`src/common/dual_timer_pkg.sv`:
```
// Constants, register map and types shared by the dual timer/event counter
package dual_timer_pkg;

  // Channel count and counter geometry
  localparam int NUM_CH = 2;
  localparam int CNT_W = 16;
  localparam int BYTE_W = 8;
  localparam int DATA_W = 32;
  localparam int ADDR_W = 8;
  localparam logic [CNT_W-1:0] CNT_MAX = 16'hFFFF;
  localparam logic [CNT_W-1:0] CNT_RESET = 16'h0000;

  // Register indices; byte address is the index times four
  localparam int IDX_LSB = 2;
  localparam int IDX_W = ADDR_W - IDX_LSB;
  localparam logic [IDX_W-1:0] IDX_IRQ_CTRL = 6'h0b;
  localparam logic [IDX_W-1:0] IDX_HIGH [NUM_CH] = '{6'h0c, 6'h0f};
  localparam logic [IDX_W-1:0] IDX_LOW [NUM_CH] = '{6'h0d, 6'h10};
  localparam logic [IDX_W-1:0] IDX_CTRL [NUM_CH] = '{6'h0e, 6'h11};

  // Control register field positions
  localparam int CTRL_EDGE_BIT = 3;
  localparam int CTRL_RUN_BIT = 4;
  localparam int CTRL_MODE_LSB = 6;

  // Interrupt control register field positions
  localparam int IRQ_EN_LSB = 1;
  localparam int IRQ_FLAG_LSB = 5;

  // System clock division for the instruction clock
  localparam int SYS_DIV = 4;
  localparam int DIV_W = 2;
  localparam logic [DIV_W-1:0] DIV_LAST = DIV_W'(SYS_DIV - 1);

  // Operating modes, encoded as in the control register
  typedef enum logic [1:0] {
    MODE_UNUSED = 2'b00,
    MODE_EVENT  = 2'b01,
    MODE_TIMER  = 2'b10,
    MODE_PULSE  = 2'b11
  } mode_t;

  // Software-visible control fields of one counter
  typedef struct packed {
    mode_t mode;
    logic  run;
    logic  edge_sel;
  } ctrl_t;

  localparam ctrl_t CTRL_RESET = '{mode: MODE_UNUSED, run: 1'b0, edge_sel: 1'b1};

  // Pulse-width measurement progress
  typedef enum logic {
    PW_WAIT,
    PW_MEASURE
  } pw_state_t;

endpackage

```
`src/logic/dual_timer_event_counter.sv`:
```
// Two 16-bit timer/event counters with an APB register slave
//
// Operation
// - Two 16-bit up-counters, pin, sys/4 or RTC clock
// - Internal clock chosen by build option
// - Low-byte write only fills the buffer
// - High-byte write loads preload with buffer
// - High read returns high, captures low byte
// - Control bits 0-2 and 5 read zero
// - Control bit 3 selects falling edge
// - Control bit 4 enables counting
// - Control bits 7:6 select the mode
// - Event counts pin edges, timer counts ticks
// - Overflow reloads preload and sets flag
// - Pulse mode counts until pin returns, stops
// - One measurement until enable set again
// - Pulse measurement starts on an edge
// - Pulse mode overflow behaves like others
// - Event and timer enable cleared only by software
// - Overflow is a wake-up source
// - Interrupt enable zero masks the overflow
// - Preload write loads counter when stopped
// - Counting blocked during a counter read
`timescale 1ns/1ps

module dual_timer_event_counter
  import dual_timer_pkg::*;
#(
  parameter logic [dual_timer_pkg::NUM_CH-1:0] USE_RTC_OPTION = '0,
  parameter logic                              OSC_INT_RC_RTC = 1'b0
) (
  // Clock and reset
  input  wire logic                                pclk,
  input  wire logic                                presetn,
  // APB slave
  input  wire logic                                psel,
  input  wire logic                                penable,
  input  wire logic                                pwrite,
  input  wire logic [dual_timer_pkg::ADDR_W-1:0]   paddr,
  input  wire logic [dual_timer_pkg::DATA_W-1:0]   pwdata,
  output logic      [dual_timer_pkg::DATA_W-1:0]   prdata,
  output logic                                     pready,
  output logic                                     pslverr,
  // External event pins and low-frequency oscillator
  input  wire logic [dual_timer_pkg::NUM_CH-1:0]   event_pin,
  input  wire logic                                low_freq_osc_clock,
  // Requests toward the interrupt and halt logic
  output logic      [dual_timer_pkg::NUM_CH-1:0]   irq_request,
  output logic                                     wake_pulse
);
  import dual_timer_pkg::*;

  //////////////////////////////////////////////////////////////////////////////
  // APB decode and handshake

  logic              access;
  logic              done;
  logic              wr_done;
  logic              rd_sample;
  logic [IDX_W-1:0]  idx;
  logic              aligned;
  logic              hit_irq;
  logic              mapped;
  logic [DATA_W-1:0] rd_word;
  logic              next_pready;
  logic [DATA_W-1:0] next_prdata;
  logic              next_pslverr;

  logic [NUM_CH-1:0] hit_high;
  logic [NUM_CH-1:0] hit_low;
  logic [NUM_CH-1:0] hit_ctrl;
  logic [DATA_W-1:0] chan_rd [NUM_CH];

  logic [NUM_CH-1:0] irq_en;
  logic [NUM_CH-1:0] ovf_flag;
  logic [NUM_CH-1:0] ovf;

  // One wait state: read data is sampled in the first access cycle, write data in the ready cycle
  always_comb begin
    access = psel & penable;
    done = access & pready;
    wr_done = done & pwrite;
    rd_sample = access & ~pready & ~pwrite;
    idx = paddr[ADDR_W-1:IDX_LSB];
    aligned = (paddr[IDX_LSB-1:0] == '0);
    hit_irq = aligned & (idx == IDX_IRQ_CTRL);
    mapped = hit_irq | (|hit_high) | (|hit_low) | (|hit_ctrl);
    rd_word = '0;
    if (hit_irq) begin
      rd_word[IRQ_EN_LSB +: NUM_CH] = irq_en;
      rd_word[IRQ_FLAG_LSB +: NUM_CH] = ovf_flag;
    end
    for (int c = 0; c < NUM_CH; c++) begin
      rd_word = rd_word | chan_rd[c];
    end
    next_pready = access & ~pready;
    next_prdata = prdata;
    next_pslverr = 1'b0;              // Error only stands with its ready cycle
    if (access & ~pready) begin
      next_prdata = pwrite ? '0 : rd_word;
      next_pslverr = ~mapped;         // Unmapped or misaligned address
    end
  end

  // Bus answer registers
  always_ff @(posedge pclk or negedge presetn) begin
    if (!presetn) begin
      pready <= 1'b0;
      prdata <= '0;
      pslverr <= 1'b0;
    end else begin
      pready <= next_pready;
      prdata <= next_prdata;
      pslverr <= next_pslverr;
    end
  end

  //////////////////////////////////////////////////////////////////////////////
  // Internal time bases

  logic [DIV_W-1:0] div_cnt;
  logic [DIV_W-1:0] next_div_cnt;
  logic             rtc_q1;
  logic             rtc_q2;
  logic             sys_tick;
  logic             rtc_tick;

  // Instruction clock tick and low-frequency oscillator rising edge
  always_comb begin
    next_div_cnt = div_cnt + DIV_W'(1);
    sys_tick = (div_cnt == DIV_LAST);
    rtc_tick = rtc_q1 & ~rtc_q2;
  end

  always_ff @(posedge pclk or negedge presetn) begin
    if (!presetn) begin
      div_cnt <= '0;
      rtc_q1 <= 1'b0;
      rtc_q2 <= 1'b0;
    end else begin
      div_cnt <= next_div_cnt;
      rtc_q1 <= low_freq_osc_clock;
      rtc_q2 <= rtc_q1;
    end
  end

  //////////////////////////////////////////////////////////////////////////////
  // Counter channels

  for (genvar ch = 0; ch < NUM_CH; ch++) begin : g_ch
    logic [CNT_W-1:0]  count;
    logic [CNT_W-1:0]  preload;
    logic [BYTE_W-1:0] low_buf;
    ctrl_t             ctrl;
    pw_state_t         pw;
    logic              pin_q;
    logic [CNT_W-1:0]  next_count;
    logic [CNT_W-1:0]  next_preload;
    logic [BYTE_W-1:0] next_low_buf;
    ctrl_t             next_ctrl;
    pw_state_t         next_pw;
    logic              rise;
    logic              fall;
    logic              act_edge;
    logic              ret_edge;
    logic              itick;
    logic              inc;
    logic              use_rtc;

    // RTC source only exists with the internal RC plus RTC oscillator
    assign use_rtc = USE_RTC_OPTION[ch] & OSC_INT_RC_RTC;

    assign hit_high[ch] = aligned & (idx == IDX_HIGH[ch]);
    assign hit_low[ch] = aligned & (idx == IDX_LOW[ch]);
    assign hit_ctrl[ch] = aligned & (idx == IDX_CTRL[ch]);

    // Read view; unused control bits stay zero
    always_comb begin
      chan_rd[ch] = '0;
      if (hit_high[ch]) begin
        chan_rd[ch][BYTE_W-1:0] = count[CNT_W-1:BYTE_W];
      end
      if (hit_low[ch]) begin
        chan_rd[ch][BYTE_W-1:0] = low_buf;
      end
      if (hit_ctrl[ch]) begin
        chan_rd[ch][CTRL_EDGE_BIT] = ctrl.edge_sel;
        chan_rd[ch][CTRL_RUN_BIT] = ctrl.run;
        chan_rd[ch][CTRL_MODE_LSB +: 2] = ctrl.mode;
      end
    end

    // Counting, pulse measurement and register side effects
    always_comb begin
      next_count = count;
      next_preload = preload;
      next_low_buf = low_buf;
      next_ctrl = ctrl;
      next_pw = pw;
      ovf[ch] = 1'b0;
      rise = event_pin[ch] & ~pin_q;
      fall = ~event_pin[ch] & pin_q;
      act_edge = ctrl.edge_sel ? fall : rise;
      ret_edge = ctrl.edge_sel ? rise : fall;
      itick = use_rtc ? rtc_tick : sys_tick;
      unique case (ctrl.mode)
        MODE_EVENT:  inc = act_edge;
        MODE_TIMER:  inc = itick;
        MODE_PULSE:  inc = (pw == PW_MEASURE) & itick & ~ret_edge;
        MODE_UNUSED: inc = 1'b0;
      endcase
      // A read of the high byte blocks this tick so capture is coherent
      inc = inc & ctrl.run & ~(rd_sample & hit_high[ch]);
      if (inc) begin
        if (count == CNT_MAX) begin
          next_count = preload;
          ovf[ch] = 1'b1;
        end else begin
          next_count = count + CNT_W'(1);
        end
      end
      // Only pulse mode lets hardware clear the run bit
      if (!(ctrl.run && ctrl.mode == MODE_PULSE)) begin
        next_pw = PW_WAIT;
      end else begin
        unique case (pw)
          PW_WAIT: begin
            if (act_edge) begin
              next_pw = PW_MEASURE;
            end
          end
          PW_MEASURE: begin
            if (ret_edge) begin
              next_pw = PW_WAIT;
              next_ctrl.run = 1'b0;
            end
          end
        endcase
      end
      if (rd_sample && hit_high[ch]) begin
        next_low_buf = count[BYTE_W-1:0];
      end
      if (wr_done && hit_low[ch]) begin
        next_low_buf = pwdata[BYTE_W-1:0];
      end
      if (wr_done && hit_high[ch]) begin
        next_preload = {pwdata[BYTE_W-1:0], low_buf};
        if (!ctrl.run) begin
          next_count = {pwdata[BYTE_W-1:0], low_buf};
        end
      end
      // Software write wins over the automatic run clear
      if (wr_done && hit_ctrl[ch]) begin
        next_ctrl.edge_sel = pwdata[CTRL_EDGE_BIT];
        next_ctrl.run = pwdata[CTRL_RUN_BIT];
        next_ctrl.mode = mode_t'(pwdata[CTRL_MODE_LSB +: 2]);
      end
    end

    always_ff @(posedge pclk or negedge presetn) begin
      if (!presetn) begin
        count <= CNT_RESET;
        preload <= CNT_RESET;
        low_buf <= '0;
        ctrl <= CTRL_RESET;
        pw <= PW_WAIT;
        pin_q <= 1'b0;
      end else begin
        count <= next_count;
        preload <= next_preload;
        low_buf <= next_low_buf;
        ctrl <= next_ctrl;
        pw <= next_pw;
        pin_q <= event_pin[ch];
      end
    end
  end

  //////////////////////////////////////////////////////////////////////////////
  // Overflow flags, interrupt enables and wake-up

  logic [NUM_CH-1:0] next_irq_en;
  logic [NUM_CH-1:0] next_ovf_flag;
  logic [NUM_CH-1:0] next_irq_request;
  logic              next_wake_pulse;

  // Flag set by overflow beats a clearing write in the same cycle
  always_comb begin
    next_irq_en = irq_en;
    next_ovf_flag = ovf_flag;
    if (wr_done && hit_irq) begin
      next_irq_en = pwdata[IRQ_EN_LSB +: NUM_CH];
      next_ovf_flag = pwdata[IRQ_FLAG_LSB +: NUM_CH];
    end
    next_ovf_flag = next_ovf_flag | ovf;
    next_irq_request = next_ovf_flag & next_irq_en;
    next_wake_pulse = |ovf;
  end

  always_ff @(posedge pclk or negedge presetn) begin
    if (!presetn) begin
      irq_en <= '0;
      ovf_flag <= '0;
      irq_request <= '0;
      wake_pulse <= 1'b0;
    end else begin
      irq_en <= next_irq_en;
      ovf_flag <= next_ovf_flag;
      irq_request <= next_irq_request;
      wake_pulse <= next_wake_pulse;
    end
  end

endmodule

```
`config.mk`:
```
export PLATFORM = sky130hd
export DESIGN_NAME = dual_timer_event_counter
export DESIGN_NICKNAME = d
export VERILOG_FILES = /design/src/common/dual_timer_pkg.sv /design/src/logic/dual_timer_event_counter.sv
export SDC_FILE = /design/constraint.sdc
export NUM_CORES = 1
export LEC_CHECK = 0
export ABC_AREA = 1
export BUFFER_PORTS_ARGS = -buffer_cell sky130_fd_sc_hd__buf_2
export CAP_MARGIN = 15
export CORE_UTILIZATION = 63
export DETAILED_ROUTE_END_ITERATION = 8
export GPL_TIMING_DRIVEN = 0
export PLACE_DENSITY = 0.87
export SLEW_MARGIN = 20
export SYNTH_ARGS = -nofsm -noshare
export SYNTH_HDL_FRONTEND = slang
export SYNTH_SLANG_ARGS = --single-unit
```
`constraint.sdc`:
```
create_clock -name pclk -period 2.5 [get_ports pclk]
set_input_delay 0.25 -clock pclk [delete_from_list [all_inputs] [get_ports pclk]]
set_output_delay 0.25 -clock pclk [all_outputs]
set_load 0.01 [all_outputs]
```
==> summary by stage <==
Die
The die width is 105 um. The die is 105 um tall. The initialized floorplan defines 37 standard-cell rows. The core region is 10300 um^2. The starting utilization of the core area is 0.647.

The I/O pin count is 85. The floorplan step defined a die boundary enclosing 11000 um^2.

Hold path
The startpoint identified for the worst hold timing path is pwdata[0]. The path with the worst hold slack has its endpoint at g_ch[0].count[8]$_DFF_PN0_. The min-delay analysis places its worst path in the category in2reg.

The number of stages on the worst hold path is 3.

Setup path
The critical path goes through ha_1 -> nand3_1 -> inv_2 -> nand2_2 -> nor2_4 -> inv_1 -> nor2_1 -> o21ai_0 -> a21oi_1. Along the worst path, the maximum fanout reaches 8. On the worst path, the slowest cell contributes a delay of 490 ps. The capturing element type of the critical path is a register. The destination of the worst register-to-register timing path is g_ch[1].count[10]$_DFF_PN0_.

In this run the register-to-register setup slack is 320 ps. The worst reg-to-reg path cell count is 9. The slowest stage of the critical path belongs to the cell sky130_fd_sc_hd__dfrtp_1. The worst register-to-register path begins at g_ch[1].count[0]$_DFF_PN0_. The required time of the worst setup path is 2810 ps. The critical path start-end classification is reg2reg.

Data on the critical path arrives at its endpoint at 2500 ps. The worst setup path is launched from a register.

Synthesis
By area the synthesized netlist is led by sky130_fd_sc_hd__dfrtp_1 (41%), sky130_fd_sc_hd__nand2_1 (15%), sky130_fd_sc_hd__inv_1 (5.3%). The commonest cells after synthesis are sky130_fd_sc_hd__nand2_1 (271), sky130_fd_sc_hd__dfrtp_1 (109), sky130_fd_sc_hd__inv_1 (94). The number of unique standard cell types used by synthesis is 45. The cell type with the highest aggregate area in the netlist is sky130_fd_sc_hd__dfrtp_1. The sequential-to-total area share from yosys stat is 0.418.

The fraction of registers with async set/reset is 1.00. The synthesized netlist occupies a cell area of 6650 um^2. The flip-flop and latch count after synthesis is 111.

Yosys printed 0 warnings. The number of enable-type register cells in the synthesized netlist is 0. The leading cell type by number of instances after synthesis is sky130_fd_sc_hd__nand2_1. The top-area cell type share of the netlist area is 0.410.

The most used flip-flop cell after synthesis is sky130_fd_sc_hd__dfrtp_1. The synthesized instance count is 913. The average size of a mapped cell is 7.28 um^2.

Global routing
The total global-route track usage is 0.353. The global-route wire length before repair is 29800 um. The number of antenna violations at the first check in global routing is 0. The number of global-route vias before repair came to 5998. After global routing the overflow that remains totals 0.

Entering global routing, the biggest net connects 79 pins.

Place
The final weighted congestion of routability-driven global placement is 0.976. In this run the cell area measured after placement is 7120 um^2. OpenSTA, run right after detailed placement, puts the worst setup slack at 478 ps. The count of input and output buffers is 35. The count of placed standard cells including taps is 1108.

The detailed-placement wirelength estimate is 13600 um.

Detailed routing
Using the TritonRoute via totals, the vias-per-cell ratio works out to 5.68. In this run the remaining antenna-violating nets after routing total 0. The detailed router's first-iteration violation count is 839.

The count of TritonRoute iterations in the first routing pass is 8. Summing over every cut layer, the via total after detailed routing is 6406. In the routed design, unresolved DRC markers number 0. Dividing the detail-routed wire length by the instance count gives 16.4 um.

The wire length after detailed routing is 18400 um.

Timing
The number of max-slew violations in the final report is 0. For the pin with the worst max-slew slack, the measured transition is 644 ps. Setup violations remaining at the end of the flow were counted as 0. The worst path setup slack after routing is 319 ps. The count of endpoints failing hold in the final timing report is 0. Dividing the final minimum period by the clock period gives 0.872. After layout, the minimum clock period comes to 2180 ps. Setup repair after global routing left no endpoint under its margin. The final hold slack is 136 ps. After routing, the total negative slack on setup checks comes to 0 ps.

The relative max-transition margin is 0.571. The fmax is 459 MHz. On the final layout, the worst clock skew is 21.4 ps.

CTS
The insertion delay to the later sink of the worst-skew pair is 400 ps. The tree is rooted in a sky130_fd_sc_hd__clkbuf_8. The number of post-CTS setup repair buffers is 0. The number of clock sinks is 111. The clock-pin slew reported for the worst setup and hold paths after clock tree synthesis is 110 ps.

The CTS buffer count is 9. The CTS tree is yes. CTS built an H-tree with a depth of 3.

The clock passes through at most 2 buffers.

Final layout
The number of cells in the finished layout apart from fillers is 1127. In the final layout, the share of cells above drive strength 1 is 0.142. The final layout contains 1037 nets. The utilization after layout is 0.715. The growth of design area from synthesis to finish is 10.5%. After routing the design area is 7350 um^2. The final antenna diode count is 0.

Power and ir drop
The completed layout was analyzed and its total power is 3.16 mW. The worst ir drop on vdd is 0.000400 V. The leakage power of the design is 3.73 nW. The power per cell area is 430 nW/um^2.

Run status
The run finished with clean final reports.

Job
The number of violations of the max-capacitance limit is 0.
## flip-flops by register name, summed over array words and instances (netlist names), 2 cells and up
signal	count
div_cnt	2
g_ch.count	32
g_ch.ctrl	8
g_ch.low_buf	16
g_ch.pin_q	2
g_ch.preload	32
g_ch.pw	2
irq_en	2
irq_request	2
ovf_flag	2
prdata	8
## worst max-delay path, delay by kind of cell (launching register included)
family                     cells  cell delay, ps
AOI/OAI and AO/OA              2             320
DFF                            1             490
buffers and inverters          2             300
and+or+nand+nor                4             670
adders and majority gates      1             310
## final cells by class
cell class	count	area, um^2
Multi-Input combinational cell	673	3220
Timing Repair Buffer	39	239
Buffer	48	339
Fill cell	856	2930
Clock inverter	4	45.0
Sequential cell	111	2780
Clock buffer	12	155
Inverter	104	394
Tap cell	136	170
## cell families after synthesis
logic type | count (synthesis) | synth area share
simple gates | 483 | 0.327
buf+inv | 152 | 0.110
flops | 111 | 0.418
other cells | 1 | 0.000564
compound gates | 150 | 0.121
fa+ha+maj | 3 | 0.00565
mux | 1 | 0.00169
xor+xnor | 12 | 0.0158
## where the power goes
part           switching, mW  total [mW]  leakage (nW)  internal [mW]
combinational          0.139       0.208          2.18         0.0689
clock                  0.615        1.13         0.106          0.514
sequential            0.0132        1.82          1.45           1.81
total                  0.767        3.16          3.73           2.39
## what timing repair did
| action | 4_1_cts | 5_1_grt |
|---|---|---|
| resized for setup | 0 | 0 |
| endpoints found under the hold margin | 35 | 0 |
| hold buffers | 3 | 0 |
## layout by cell type (no fill, tap or decap), types with 11 or more instances in the layout
cell type                  count
sky130_fd_sc_hd__buf_2        41
sky130_fd_sc_hd__dfrtp_1     109
sky130_fd_sc_hd__clkbuf_8     11
sky130_fd_sc_hd__a21oi_1      63
sky130_fd_sc_hd__buf_4        28
sky130_fd_sc_hd__inv_1        94
sky130_fd_sc_hd__nand2_1     271
sky130_fd_sc_hd__nor2_1       85
sky130_fd_sc_hd__nand4_1      13
sky130_fd_sc_hd__o21ai_0      62
sky130_fd_sc_hd__nand3_1      63
sky130_fd_sc_hd__conb_1       24
## layer usage
layer | up-vias | GRT usage | wire length, um
li1 | 3025 | - | -
met1 | 2883 | 0.479 | 7420
met2 | 430 | 0.520 | 7850
met3 | 68 | 0.103 | 2320
met4 | 0 | 0.171 | 855
met5 | - | 0 | 0
## how the worst max path moves through the flow
stage	start	slack, ps	end	cells past startpoint
floorplan	g_ch[1].count[0]$_DFF_PN0_	920	g_ch[1].count[5]$_DFF_PN0_	12
global placement	presetn	-90	g_ch[0].preload[3]$_DFFE_PN0P_	1
global route	g_ch[1].count[0]$_DFF_PN0_	230	g_ch[1].count[10]$_DFF_PN0_	9
finish	g_ch[1].count[0]$_DFF_PN0_	320	g_ch[1].count[10]$_DFF_PN0_	9
CTS	g_ch[1].count[0]$_DFF_PN0_	460	g_ch[1].count[5]$_DFF_PN0_	12
detailed placement	g_ch[1].count[0]$_DFF_PN0_	480	g_ch[1].count[5]$_DFF_PN0_	12
Power figures use the tool's default switching activity.
